==> src/logic/acrs_consts.vh <==
// Constants for the converter input and reference selection block.
// Assumes a 50 MHz system clock and word-aligned Avalon-MM registers.
`ifndef ACRS_CONSTS_VH
`define ACRS_CONSTS_VH

// Register byte addresses (index times four)
`define ACRS_IDX_SEL         8'h07
`define ACRS_ADDR_SEL        8'h1c
`define ACRS_ADDR_ACTIVE     8'h20
`define ACRS_ADDR_STATUS     8'h24
`define ACRS_ADDR_MASK       8'h28
`define ACRS_ADDR_CTRL       8'h2c
`define ACRS_ADDR_RESULT     8'h30
`define ACRS_ADDR_SETTLE     8'h34

// Selection register fields
`define ACRS_REF_MSB         7
`define ACRS_REF_LSB         6
`define ACRS_CH_MSB          5
`define ACRS_CH_LSB          0
`define ACRS_SEL_RESET       8'h00

// Reference codes
`define ACRS_REF_SUPPLY      2'h0
`define ACRS_REF_EXTERNAL    2'h1
`define ACRS_REF_INTERNAL    2'h2
`define ACRS_REF_TO_PIN      2'h3

// Channel codes
`define ACRS_CH_SE_LAST      6'h07
`define ACRS_CH_DIFF_FIRST   6'h08
`define ACRS_CH_DIFF_LAST    6'h1f
`define ACRS_CH_GROUND       6'h20
`define ACRS_CH_IREF         6'h21
`define ACRS_CH_TEMP         6'h22
`define ACRS_CH_OFFS_FIRST   6'h23
`define ACRS_CH_OFFS_LAST    6'h27
`define ACRS_CH_REV_FIRST    6'h28

// Status bits
`define ACRS_ST_DONE         0
`define ACRS_ST_APPLIED      1
`define ACRS_ST_SETTLED      2
`define ACRS_ST_WIDTH        3

// Control bits
`define ACRS_CTRL_START      0

// Settling and conversion counts in converter clock cycles, and the divider reset value
`define ACRS_SETTLE_MIN      13
`define ACRS_SETTLE_MAX      25
`define ACRS_CONV_CYCLES     13
`define ACRS_DIV_RESET       8'h04

`endif

==> src/logic/acrs_mux_decode.v <==
// Pure decode of the channel and reference fields into analog controls.
// Assumes the caller holds the fields stable; no state is kept here.
`include "acrs_consts.vh"
`default_nettype none

module acrs_mux_decode (
	input  wire [5:0] channel_gain_field,
	input  wire [1:0] ref_field,
	output reg  [7:0] pos_sel,
	output reg  [7:0] neg_sel,
	output reg        single_ended,
	output reg        differential,
	output reg        gain_20x,
	output reg        swapped,
	output reg        sel_ground,
	output reg        sel_iref,
	output reg        temp_sensor_en,
	output reg        offset_cal,
	output reg        ref_use_supply,
	output reg        ref_use_external,
	output reg        ref_int_on,
	output reg        ref_drive_pin
);
	reg [2:0] p_idx;
	reg [2:0] n_idx;
	reg [4:0] pair;

	always @* begin
		pos_sel        = 8'h00;
		neg_sel        = 8'h00;
		single_ended   = 1'b0;
		differential   = 1'b0;
		gain_20x       = 1'b0;
		swapped        = 1'b0;
		sel_ground     = 1'b0;
		sel_iref       = 1'b0;
		temp_sensor_en = 1'b0;
		offset_cal     = 1'b0;
		p_idx          = 3'h0;
		n_idx          = 3'h0;
		pair           = 5'h00;
		if (channel_gain_field <= `ACRS_CH_SE_LAST) begin
			single_ended = 1'b1;
			pos_sel[channel_gain_field[2:0]] = 1'b1;
		end else if (channel_gain_field == `ACRS_CH_GROUND) begin
			sel_ground = 1'b1;
		end else if (channel_gain_field == `ACRS_CH_IREF) begin
			sel_iref = 1'b1;
		end else if (channel_gain_field == `ACRS_CH_TEMP) begin
			temp_sensor_en = 1'b1;
			single_ended   = 1'b1;
		end else if (channel_gain_field >= `ACRS_CH_OFFS_FIRST &&
			channel_gain_field <= `ACRS_CH_OFFS_LAST) begin
			// Same input on both sides: inputs 0, 3 and 7 only
			offset_cal = 1'b1;
			gain_20x   = 1'b1;
			case (channel_gain_field[2:0])
			3'h3: p_idx = 3'h0;
			3'h5: p_idx = 3'h3;
			3'h7: p_idx = 3'h7;
			default: offset_cal = 1'b0;
			endcase
			if (offset_cal) begin
				pos_sel[p_idx] = 1'b1;
				neg_sel[p_idx] = 1'b1;
			end
		end else begin
			// Pair index from bits 4:1; neighbouring inputs form a pair
			differential = 1'b1;
			gain_20x     = channel_gain_field[0];
			swapped      = channel_gain_field[5];
			pair  = {1'b0, channel_gain_field[4:1]} - 5'h04;
			p_idx = pair[3:1];
			n_idx = pair[0] ? p_idx - 3'h1 : p_idx + 3'h1;
			if (swapped) begin
				pos_sel[n_idx] = 1'b1;
				neg_sel[p_idx] = 1'b1;
			end else begin
				pos_sel[p_idx] = 1'b1;
				neg_sel[n_idx] = 1'b1;
			end
		end
	end

	always @* begin
		ref_use_supply   = (ref_field == `ACRS_REF_SUPPLY);
		ref_use_external = (ref_field == `ACRS_REF_EXTERNAL);
		ref_int_on       = ref_field[1];
		ref_drive_pin    = (ref_field == `ACRS_REF_TO_PIN);
	end
endmodule

`default_nettype wire

==> src/logic/acrs_settle_timer.v <==
// Counts converter clock enables after a differential or reference change.
// Assumes conv_tick is a one-cycle enable at the converter clock rate.
`include "acrs_consts.vh"
`default_nettype none

module acrs_settle_timer #(
	parameter MIN_CYCLES = `ACRS_SETTLE_MIN,
	parameter MAX_CYCLES = `ACRS_SETTLE_MAX
) (
	input  wire clk,
	input  wire arst_n,
	input  wire restart,
	input  wire conv_tick,
	output wire start_ok,
	output wire settled
);
	reg [4:0] count_reg;
	reg [4:0] count_next;

	always @* begin
		count_next = count_reg;
		if (restart)
			count_next = 5'h00;
		else if (conv_tick && count_reg != MAX_CYCLES[4:0])
			count_next = count_reg + 5'h01;
	end

	always @(posedge clk or negedge arst_n) begin
		if (!arst_n)
			count_reg <= 5'h19;
		else
			count_reg <= count_next;
	end

	// Advisory only: software decides whether to wait or discard
	assign start_ok = (count_reg >= MIN_CYCLES[4:0]);
	assign settled  = (count_reg == MAX_CYCLES[4:0]);
endmodule

`default_nettype wire

==> src/logic/acrs_top.v <==
// Input multiplexer and reference selection control with register slave.
// Assumes an Avalon-MM master on clk; conversion is a simple stand-in.
//
// Added by the designer: the Avalon-MM slave port.
`include "acrs_consts.vh"
`default_nettype none

module acrs_top #(
	parameter CONV_CYCLES = `ACRS_CONV_CYCLES,
	parameter DIV_WIDTH   = 8
) (
	input  wire        clk,
	input  wire        arst_n,
	input  wire [7:0]  avs_address,
	input  wire        avs_read,
	input  wire        avs_write,
	input  wire [31:0] avs_writedata,
	input  wire [3:0]  avs_byteenable,
	output reg  [31:0] avs_readdata,
	output wire        avs_waitrequest,
	input  wire [9:0]  conv_sample,
	output wire        irq,
	output wire        conv_busy,
	output wire [7:0]  pos_sel,
	output wire [7:0]  neg_sel,
	output wire        single_ended,
	output wire        differential,
	output wire        gain_20x,
	output wire        swapped,
	output wire        sel_ground,
	output wire        sel_iref,
	output wire        temp_sensor_en,
	output wire        offset_cal,
	output wire        ref_use_supply,
	output wire        ref_use_external,
	output wire        ref_int_on,
	output wire        ref_drive_pin,
	output wire        start_ok,
	output wire        settled
);
	localparam ST_IDLE = 2'b01;
	localparam ST_CONV = 2'b10;

	reg  [1:0]  state_reg;
	reg  [1:0]  state_next;
	reg  [7:0]  sel_reg;
	reg  [7:0]  active_reg;
	reg  [7:0]  active_next;
	reg  [2:0]  status_reg;
	reg  [2:0]  status_next;
	reg  [2:0]  mask_reg;
	reg  [7:0]  div_reg;
	reg  [DIV_WIDTH-1:0] tick_cnt_reg;
	reg  [4:0]  conv_cnt_reg;
	reg  [9:0]  result_reg;
	reg         ack_reg;
	reg         settled_d_reg;
	wire        conv_tick;
	wire        wr_hit;
	wire        rd_hit;
	wire        start_req;
	wire        conv_end;
	wire        restart;

	assign avs_waitrequest = (avs_read || avs_write) && !ack_reg;
	// Writes land only at the edge where waitrequest is low
	assign wr_hit    = avs_write && ack_reg;
	assign rd_hit    = avs_read && !ack_reg;
	assign conv_busy = state_reg[1];
	assign start_req = wr_hit && avs_address == `ACRS_ADDR_CTRL &&
		avs_byteenable[0] && avs_writedata[`ACRS_CTRL_START];
	assign conv_end  = conv_busy && conv_tick &&
		conv_cnt_reg == CONV_CYCLES[4:0] - 5'h01;

	// One-cycle answer: waitrequest drops on the second cycle of a request
	always @(posedge clk or negedge arst_n) begin
		if (!arst_n)
			ack_reg <= 1'b0;
		else
			ack_reg <= (avs_read || avs_write) && !ack_reg;
	end

	// Converter clock enable from the system clock
	always @(posedge clk or negedge arst_n) begin
		if (!arst_n)
			tick_cnt_reg <= {DIV_WIDTH{1'b0}};
		else if (tick_cnt_reg >= div_reg[DIV_WIDTH-1:0])
			tick_cnt_reg <= {DIV_WIDTH{1'b0}};
		else
			tick_cnt_reg <= tick_cnt_reg + 1'b1;
	end
	assign conv_tick = (tick_cnt_reg >= div_reg[DIV_WIDTH-1:0]);

	always @* begin
		state_next = state_reg;
		case (state_reg)
		ST_IDLE:
			if (start_req)
				state_next = ST_CONV;
		ST_CONV:
			if (conv_end)
				state_next = ST_IDLE;
		default:
			state_next = ST_IDLE;
		endcase
	end

	always @(posedge clk or negedge arst_n) begin
		if (!arst_n) begin
			state_reg    <= ST_IDLE;
			conv_cnt_reg <= 5'h00;
			result_reg   <= 10'h000;
		end else begin
			state_reg <= state_next;
			if (!conv_busy)
				conv_cnt_reg <= 5'h00;
			else if (conv_tick)
				conv_cnt_reg <= conv_cnt_reg + 5'h01;
			if (conv_end)
				result_reg <= conv_sample;
		end
	end

	// Software copy stores at once; the active copy waits for idle
	always @(posedge clk or negedge arst_n) begin
		if (!arst_n)
			sel_reg <= `ACRS_SEL_RESET;
		else if (wr_hit && avs_address == `ACRS_ADDR_SEL &&
			avs_byteenable[0])
			sel_reg <= avs_writedata[7:0];
	end

	always @* begin
		active_next = active_reg;
		if (!conv_busy || conv_end)
			active_next = sel_reg;
	end

	always @(posedge clk or negedge arst_n) begin
		if (!arst_n)
			active_reg <= `ACRS_SEL_RESET;
		else
			active_reg <= active_next;
	end

	wire next_is_diff;
	assign next_is_diff =
		active_next[`ACRS_CH_MSB:`ACRS_CH_LSB] >= `ACRS_CH_DIFF_FIRST &&
		(active_next[`ACRS_CH_MSB:`ACRS_CH_LSB] <= `ACRS_CH_DIFF_LAST ||
		active_next[`ACRS_CH_MSB:`ACRS_CH_LSB] >= `ACRS_CH_REV_FIRST);

	// Settling restarts on a new differential channel or reference
	assign restart = (active_next != active_reg) &&
		((active_next[`ACRS_CH_MSB:`ACRS_CH_LSB] !=
		active_reg[`ACRS_CH_MSB:`ACRS_CH_LSB] && next_is_diff) ||
		active_next[`ACRS_REF_MSB:`ACRS_REF_LSB] !=
		active_reg[`ACRS_REF_MSB:`ACRS_REF_LSB]);

	// Status: set wins over write-one-to-clear
	always @* begin
		status_next = status_reg;
		if (wr_hit && avs_address == `ACRS_ADDR_STATUS &&
			avs_byteenable[0])
			status_next = status_reg & ~avs_writedata[2:0];
		if (conv_end)
			status_next[`ACRS_ST_DONE] = 1'b1;
		if (conv_end && sel_reg != active_reg)
			status_next[`ACRS_ST_APPLIED] = 1'b1;
		if (settled && !settled_d_reg)
			status_next[`ACRS_ST_SETTLED] = 1'b1;
	end

	always @(posedge clk or negedge arst_n) begin
		if (!arst_n) begin
			status_reg    <= 3'h0;
			mask_reg      <= 3'h0;
			div_reg       <= `ACRS_DIV_RESET;
			settled_d_reg <= 1'b1;
		end else begin
			status_reg    <= status_next;
			settled_d_reg <= settled;
			if (wr_hit && avs_address == `ACRS_ADDR_MASK &&
				avs_byteenable[0])
				mask_reg <= avs_writedata[2:0];
			if (wr_hit && avs_address == `ACRS_ADDR_SETTLE &&
				avs_byteenable[0])
				div_reg <= avs_writedata[7:0];
		end
	end

	assign irq = |(status_reg & mask_reg);

	// Unmapped addresses read zero and ignore writes
	always @(posedge clk or negedge arst_n) begin
		if (!arst_n)
			avs_readdata <= 32'h00000000;
		else if (rd_hit) begin
			case (avs_address)
			`ACRS_ADDR_SEL:    avs_readdata <= {24'h000000, sel_reg};
			`ACRS_ADDR_ACTIVE: avs_readdata <= {24'h000000, active_reg};
			`ACRS_ADDR_STATUS: avs_readdata <= {29'h0, status_reg};
			`ACRS_ADDR_MASK:   avs_readdata <= {29'h0, mask_reg};
			`ACRS_ADDR_CTRL:   avs_readdata <= {31'h0, conv_busy};
			`ACRS_ADDR_RESULT: avs_readdata <= {22'h0, result_reg};
			`ACRS_ADDR_SETTLE: avs_readdata <= {16'h0, 6'h00, settled,
				start_ok, div_reg};
			default:           avs_readdata <= 32'h00000000;
			endcase
		end
	end

	acrs_mux_decode u_decode (
		.channel_gain_field (active_reg[`ACRS_CH_MSB:`ACRS_CH_LSB]),
		.ref_field          (active_reg[`ACRS_REF_MSB:`ACRS_REF_LSB]),
		.pos_sel            (pos_sel),
		.neg_sel            (neg_sel),
		.single_ended       (single_ended),
		.differential       (differential),
		.gain_20x           (gain_20x),
		.swapped            (swapped),
		.sel_ground         (sel_ground),
		.sel_iref           (sel_iref),
		.temp_sensor_en     (temp_sensor_en),
		.offset_cal         (offset_cal),
		.ref_use_supply     (ref_use_supply),
		.ref_use_external   (ref_use_external),
		.ref_int_on         (ref_int_on),
		.ref_drive_pin      (ref_drive_pin)
	);

	acrs_settle_timer u_settle (
		.clk       (clk),
		.arst_n    (arst_n),
		.restart   (restart),
		.conv_tick (conv_tick),
		.start_ok  (start_ok),
		.settled   (settled)
	);
endmodule

`default_nettype wire

==> config.mk <==
export PLATFORM = sky130hd
export DESIGN_NAME = acrs_top
export DESIGN_NICKNAME = d
export VERILOG_FILES = /design/src/logic/acrs_mux_decode.v /design/src/logic/acrs_settle_timer.v /design/src/logic/acrs_top.v
export VERILOG_INCLUDE_DIRS = /design/src /design/src/logic
export SDC_FILE = /design/constraint.sdc
export NUM_CORES = 1
export LEC_CHECK = 0
export BUFFER_PORTS_ARGS = -buffer_cell sky130_fd_sc_hd__buf_2
export CORE_ASPECT_RATIO = 2
export CORE_UTILIZATION = 53
export DETAILED_ROUTE_END_ITERATION = 10
export PLACE_DENSITY = 0.76
export SYNTH_ARGS = -nofsm -noshare
export SYNTH_HDL_FRONTEND = slang
export SYNTH_SLANG_ARGS = --single-unit
==> constraint.sdc <==
create_clock -name clk -period 3.5 [get_ports clk]
set_clock_uncertainty 0.2 [all_clocks]
set_input_delay 0.35 -clock clk [delete_from_list [all_inputs] [get_ports clk]]
set_output_delay 0.35 -clock clk [all_outputs]
set_load 0.005 [all_outputs]
==> results by group, run 1 <==
Status
  • Status: completed

Critical path
  • Worst path slowest cell: xor3_1
  • Worst reg-to-reg path cell count: 7
  • Crit Path Max Fanout: 11
  • Critical Path End Type: primary output
  • Critical path type: flip-flop to primary output
  • Crit path DAT: 2590 ps
  • CP startpoint kind: flip-flop
  • Cells along the critical path: inv_1 -> ha_1 -> xor3_1 -> nand2b_1 -> nor3_1 -> a311oi_1 -> a21oi_1 -> buf_2
  • Worst endpoint required time: 2950 ps
  • Slowest stage delay, CP: 540 ps

Floorplanning
  • Die width: 67.6 um
  • Row count: 47
  • Die ar.: 9000 sq um
  • Initial Utilization: 0.550
  • Height of the die: 133 um
  • Core box area: 8290 sq um
  • I/O pins: 123

Clock network
  • H-tree levels: 3
  • Clock Sinks: 72
  • Maximum clock insertion buffer count: 2
  • Post-CTS Hold Buffers: 1
  • CTS root buf: clkbuf_16
  • CTS resizes: 0
  • Setup Fix Bufs, Post-CTS: 0
  • CTS tree: done
  • CTS buffer count: 9
  • Worst skew pair latency: 330 ps
  • Clk slew on worst S/H paths: 50 ps

Global route
  • Largest net degree at the start of global routing: 30
  • Initial antenna violation count: 0
  • Total global-route track usage: 0.262
  • Global-route wire length before repair: 17.5 mm
  • Number of global-route vias before repair: 3574
  • GR Overflow Total: 0

Placed design
  • RD Place Congestion: 0.810
  • DP Wirelength: 8.25 mm
  • Dpl cells: 613
  • PortBufs: 73

Logic synthesis
  • Post-synthesis register bit count: 72
  • Most used DFF post-synth: dfrtp_1
  • Count of warnings emitted by yosys: 0
  • Syn Inst Count: 460
  • Mean area per synthesized cell: 9.91 sq um
  • Count of different cell masters after synthesis: 71
  • Ys async rst share: 1.00
  • EDFF count, synth: 0
  • Cell Area, Synth: 4560 sq um
  • Sequential area share after synthesis: 0.397

Timing
  • Worst-Margin Slew: 870 ps
  • Period utilisation layout: 0.899
  • Post-route setup TNS: 0 ps
  • # setup viols final: 0
  • Tmin final: 3140 ps
  • Max Slew Vio Count: 0
  • Fmax achieved: 0.318 GHz
  • Max transition margin: 0.420
  • RSZ-0062 raised after global routing: no
  • Final hold vios: 0

Detailed routing
  • Residual DRC: 0
  • Routed vias/inst: 5.81
  • First-pass DRT Iterations: 5
  • Routed Antenna Nets: 0
  • Routed Wire Length: 11.0 mm
  • Starting DRT DRC Count: 132
  • WL per Instance: 17.5 um
  • Via count: 3663

Cells and area
  • Finished Layout Cells: 630
  • Layout Nets: 603
  • Post-Route Utilization: 0.623
  • # diodes: 0
  • Area growth syn-to-layout: 13.3%
  • Proportion of layout cells with a drive suffix above 1: 0.274
  • Commonest cells after routing, fill and taps aside: buf_2, dfrtp_1, nand2_1, nor2_1, a21oi_1
  • Commonest non-fill, non-tap cell in the layout: buf_2

Min path
  • Min-Delay Path Depth: 2
  • Hold WC Path Type: input pin to flip-flop

Power
  • Max IR drop VDD: 376 uV
  • Total power: 1.80 mW
  • PD cells: 349 nW/um^2
  • Pleak: 2.54 nW

Job
  • Max_cap viols: 0
[worst max-delay path, delay by kind of cell (launching register included)]
family | cells | cell delay, ps
AO/OA/AOI/OAI | 2 | 340
flip-flops | 1 | 520
buffers and inverters | 2 | 250
AND/OR/NAND/NOR | 2 | 280
XOR/XNOR | 1 | 540
adder cells (fa/ha/maj) | 1 | 330
[cell families after synthesis]
logic type,Yosys count,share of synthesized area
AO/OA/AOI/OAI,101,0.151
XOR/XNOR,16,0.0340
adder cells (fa/ha/maj),18,0.0510
buffers and inverters,66,0.0804
flip-flops,72,0.397
multiplexers,40,0.103
other,1,0.000822
AND/OR/NAND/NOR,146,0.183
[power breakdown]
group	switching, mW	total [mW]	internal [mW]	leakage [nW]
clock	0.321	0.820	0.499	0.128
sequential	0.0123	0.863	0.851	0.891
combinational	0.0723	0.119	0.0467	1.52
[final cells by class]
cell class                 instances  area, sq um
timing repair buffer              82          435
multi-input combinational        343         2460
clock inverter                     1         5.00
clock buffer                      15          258
inverter                          19         71.3
fill                             696         3130
tap                               98          123
sequential                        72         1810
[metal layers]
| layer | up-vias | share of wire | track usage |
|---|---|---|---|
| li1 | 1754 | - | - |
| met1 | 1782 | 0.36 | 0.270 |
| met2 | 111 | 0.59 | 0.488 |
| met3 | 16 | 0.035 | 0.0445 |
| met4 | 0 | 0.022 | 0.109 |
| met5 | - | 0 | 0 |
[cells in the mapped netlist (8+ instances only)]
cell / count / area share
and3_1: 8 / 0.011
xor2_1: 10 / 0.019
inv_1: 17 / 0.014
mux2_4: 8 / 0.026
dfrtp_1: 66 / 0.36
buf_4: 25 / 0.041
o21ai_0: 18 / 0.020
clkbuf_1: 12 / 0.0099
a21oi_1: 28 / 0.031
mux2_2: 25 / 0.062
nand2_1: 36 / 0.030
nand3_1: 11 / 0.012
ha_1: 17 / 0.047
nor3_1: 9 / 0.0099
nor2_1: 29 / 0.024
[stage by stage]
step	cell area, sq um	hold slack (ps)	worst slack, ps
after floorplan	4640	-146	833
after global placement	4890	195	832
after detailed placement	4890	198	763
after CTS	5160	36.6	401
after global routing	5160	40.0	221
final	5160	43.1	355
[final timing paths]
path / startpoint / slack [ps] / endpoint
worst max register to register: tick_cnt_reg[0] / 880 / result_reg[9]
max in group asynchronous: arst_n / 1910 / state_reg[0]
worst min-delay path: conv_sample[4] / 40 / result_reg[4]
worst min register to register: avs_readdata[9] / 280 / avs_readdata[9]
worst max-delay path: active_reg[3] / 360 / neg_sel[7]
min in group asynchronous: arst_n / 360 / div_reg[5]
Power figures use the tool's default switching activity.
==> run 2, diff against run 1 <==
--- a/constraint.sdc
+++ b/constraint.sdc
@@ -4,2 +4,2 @@
 set_output_delay 0.35 -clock clk [all_outputs]
-set_load 0.005 [all_outputs]
+set_load 0.1 [all_outputs]
==> run 2 against run 1 <==
Wire length increased by 1.4%; power increased by 14%; non-clock buffer count increased by 1; combinational power increased by 120%; critical path depth unchanged; fmax decreased by 2.3%; clock power increased by 14%; largest cell class unchanged; design area increased by 6.6%; setup slack got worse by 74 ps.
==> results by group, run 2 (synthesis gave the netlist of run 1 again) <==
Status
  • Status: completed

Min path
  • Hold WC Path Type: input pin to flip-flop

Detailed routing
  • Starting DRT DRC Count: 175 (+33%)
  • Via count: 3791 (+3.5%)
  • Routed Wire Length: 11.2 mm (+1.4%)
  • Routed Antenna Nets: 0 (unchanged)
  • First-pass DRT Iterations: 4 (-1)
  • Residual DRC: 0 (unchanged)
  • Routed vias/inst: 6.02 (+3.5%)
  • WL per Instance: 17.7 um (+1.4%)

Cells and area
  • # diodes: 0 (unchanged)
  • Layout Nets: 604 (+0.17%)
  • Area growth syn-to-layout: 20.8%
  • Proportion of layout cells with a drive suffix above 1: 0.301 (+0.0263)
  • Commonest non-fill, non-tap cell in the layout: dfrtp_1
  • Commonest cells after routing, fill and taps aside: dfrtp_1, buf_2, nand2_1, nor2_1, mux2_2

Power
  • Total power: 2.06 mW (+14%)
  • Share of power burned in registers: 0.419 (-0.060)
  • Max IR drop VDD: 352 uV (-6.2%)
  • Switching part of the total: 0.271 (+0.0460)
  • Clock power frac: 0.452 (-0.003)
  • Pleak: 2.62 nW (+3.4%)
  • Switch Pwr: 0.558 mW (+38%)
  • Logic pwr share: 0.129 (+0.063)
  • Pint: 1.50 mW (+7.4%)
  • PD cells: 374 nW/um^2 (+7.1%)

Timing
  • Max transition margin: 0.521 (+0.101)
  • # setup viols final: 0 (unchanged)
  • RSZ-0062 raised after global routing: no
  • Tmin final: 3220 ps (+73.5 ps)
  • Period utilisation layout: 0.920 (+0.0210)
  • Fmax achieved: 0.311 GHz (-2.3%)
  • Final setup margin: 282 ps (-73.5 ps)
  • Final hold vios: 0 (unchanged)
  • Worst-Margin Slew: 718 ps (-152 ps)
  • Max Slew Vio Count: 0 (unchanged)

Clock network
  • CTS resizes: 0 (unchanged)
  • CTS tree: done
  • Maximum clock insertion buffer count: 2 (unchanged)
  • Clk slew on worst S/H paths: 60 ps (about the same)
  • H-tree levels: 3 (unchanged)
  • Setup Fix Bufs, Post-CTS: 0 (unchanged)
  • CTS buffer count: 9 (unchanged)
  • Worst skew pair latency: 340 ps (about the same)
  • Clock Sinks: 72 (unchanged)
  • CTS root buf: clkbuf_16

Floorplanning
  • Initial Utilization: 0.550 (unchanged)
  • Die ar.: 9000 sq um (unchanged)
  • Height of the die: 133 um (unchanged)
  • Row count: 47 (unchanged)
  • I/O pins: 123 (unchanged)
  • Die width: 67.6 um (unchanged)
  • Core box area: 8290 sq um (unchanged)

Critical path
  • Critical Path End Type: primary output
  • Critical path type: flip-flop to primary output
  • Worst endpoint required time: 2950 ps (about the same)
  • CP startpoint kind: flip-flop
  • Crit Path Max Fanout: 9 (-2)
  • Crit path DAT: 2670 ps (+80 ps)

Global route
  • Global-route wire length before repair: 18.7 mm (+6.4%)
  • GR Overflow Total: 0 (unchanged)
  • Number of global-route vias before repair: 3937 (+10%)
  • Initial antenna violation count: 0 (unchanged)
  • Total global-route track usage: 0.277 (+0.0145)
  • Largest net degree at the start of global routing: 35 (+17%)

Placed design
  • Post-Place Worst Slack: 640 ps (-123 ps)
  • DP Wirelength: 8.50 mm (+3.0%)
  • PortBufs: 73 (unchanged)
  • RD Place Congestion: 0.893 (+10%)

Job
  • Max_cap viols: 0 (unchanged)
-- run 2: power groups by stage --
stage / Sequential, mW / Combinational [mW] / Clock (mW)
floorplan: 0.908 / 0.190 / 0
CTS: 0.862 / 0.265 / 0.946
detailed placement: 0.877 / 0.263 / 0
global route: 0.864 / 0.279 / 0.978
finish: 0.863 / 0.265 / 0.931
global placement: 0.876 / 0.260 / 0
-- run 2: area by class of cell --
type	count	area, sq um
fill	650	2780
multi-input combinational	343	2510
sequential	72	1810
timing repair buffer	83	683
clock buffer	12	267
tap	98	123
inverter	19	71.3
clock inverter	3	40.0
-- run 2: final timing paths --
kind / start / to / slack [ps] / cells after the start
worst max register to register: tick_cnt_reg[0] / result_reg[9] / 890 / 7
worst min-delay path: conv_sample[1] / result_reg[1] / 40 / 2
worst max-delay path: active_reg[3] / neg_sel[0] / 280 / 8
max in group asynchronous: arst_n / u_settle.count_reg[3] / 1840 / 3
min in group asynchronous: arst_n / result_reg[7] / 370 / 2
worst min register to register: ack_reg / ack_reg / 260 / 1
-- run 2: critical path, cell delays in order, from the launching register on --
cell and delay (ps):
dfrtp_1 540, inv_1 120, ha_1 330, xor3_1 490
buf_4 200, nor3_1 180, o21ai_0 140, o41ai_2 110
buf_12 230
-- run 2: through the flow --
stage	hold WS (ps)	instance area (sq um)	utilization	cells	setup TNS (ps)
finish	43.6	5510	0.664	630	0
global route	43.0	5510	0.664	630	0
CTS	30.4	5510	0.664	630	0
detailed placement	189	5190	0.626	614	0
global placement	185	5190	0.626	614	0
floorplan	-146	4690	-	481	-829
-- run 2: per-layer routing --
metal | GRT usage | up-vias | wire [um]
met2 | 0.488 | 128 | 6310
met4 | 0.151 | 0 | 545
li1 | - | 1752 | -
met1 | 0.292 | 1873 | 3900
met3 | 0.0522 | 38 | 402
met5 | 0 | - | 0
-- run 2: what timing repair did --
item | in CTS | in global routing
hold buffers | 1 | 0
endpoints found under the hold margin | 25 | 0
setup endpoints to repair | 0 | 0
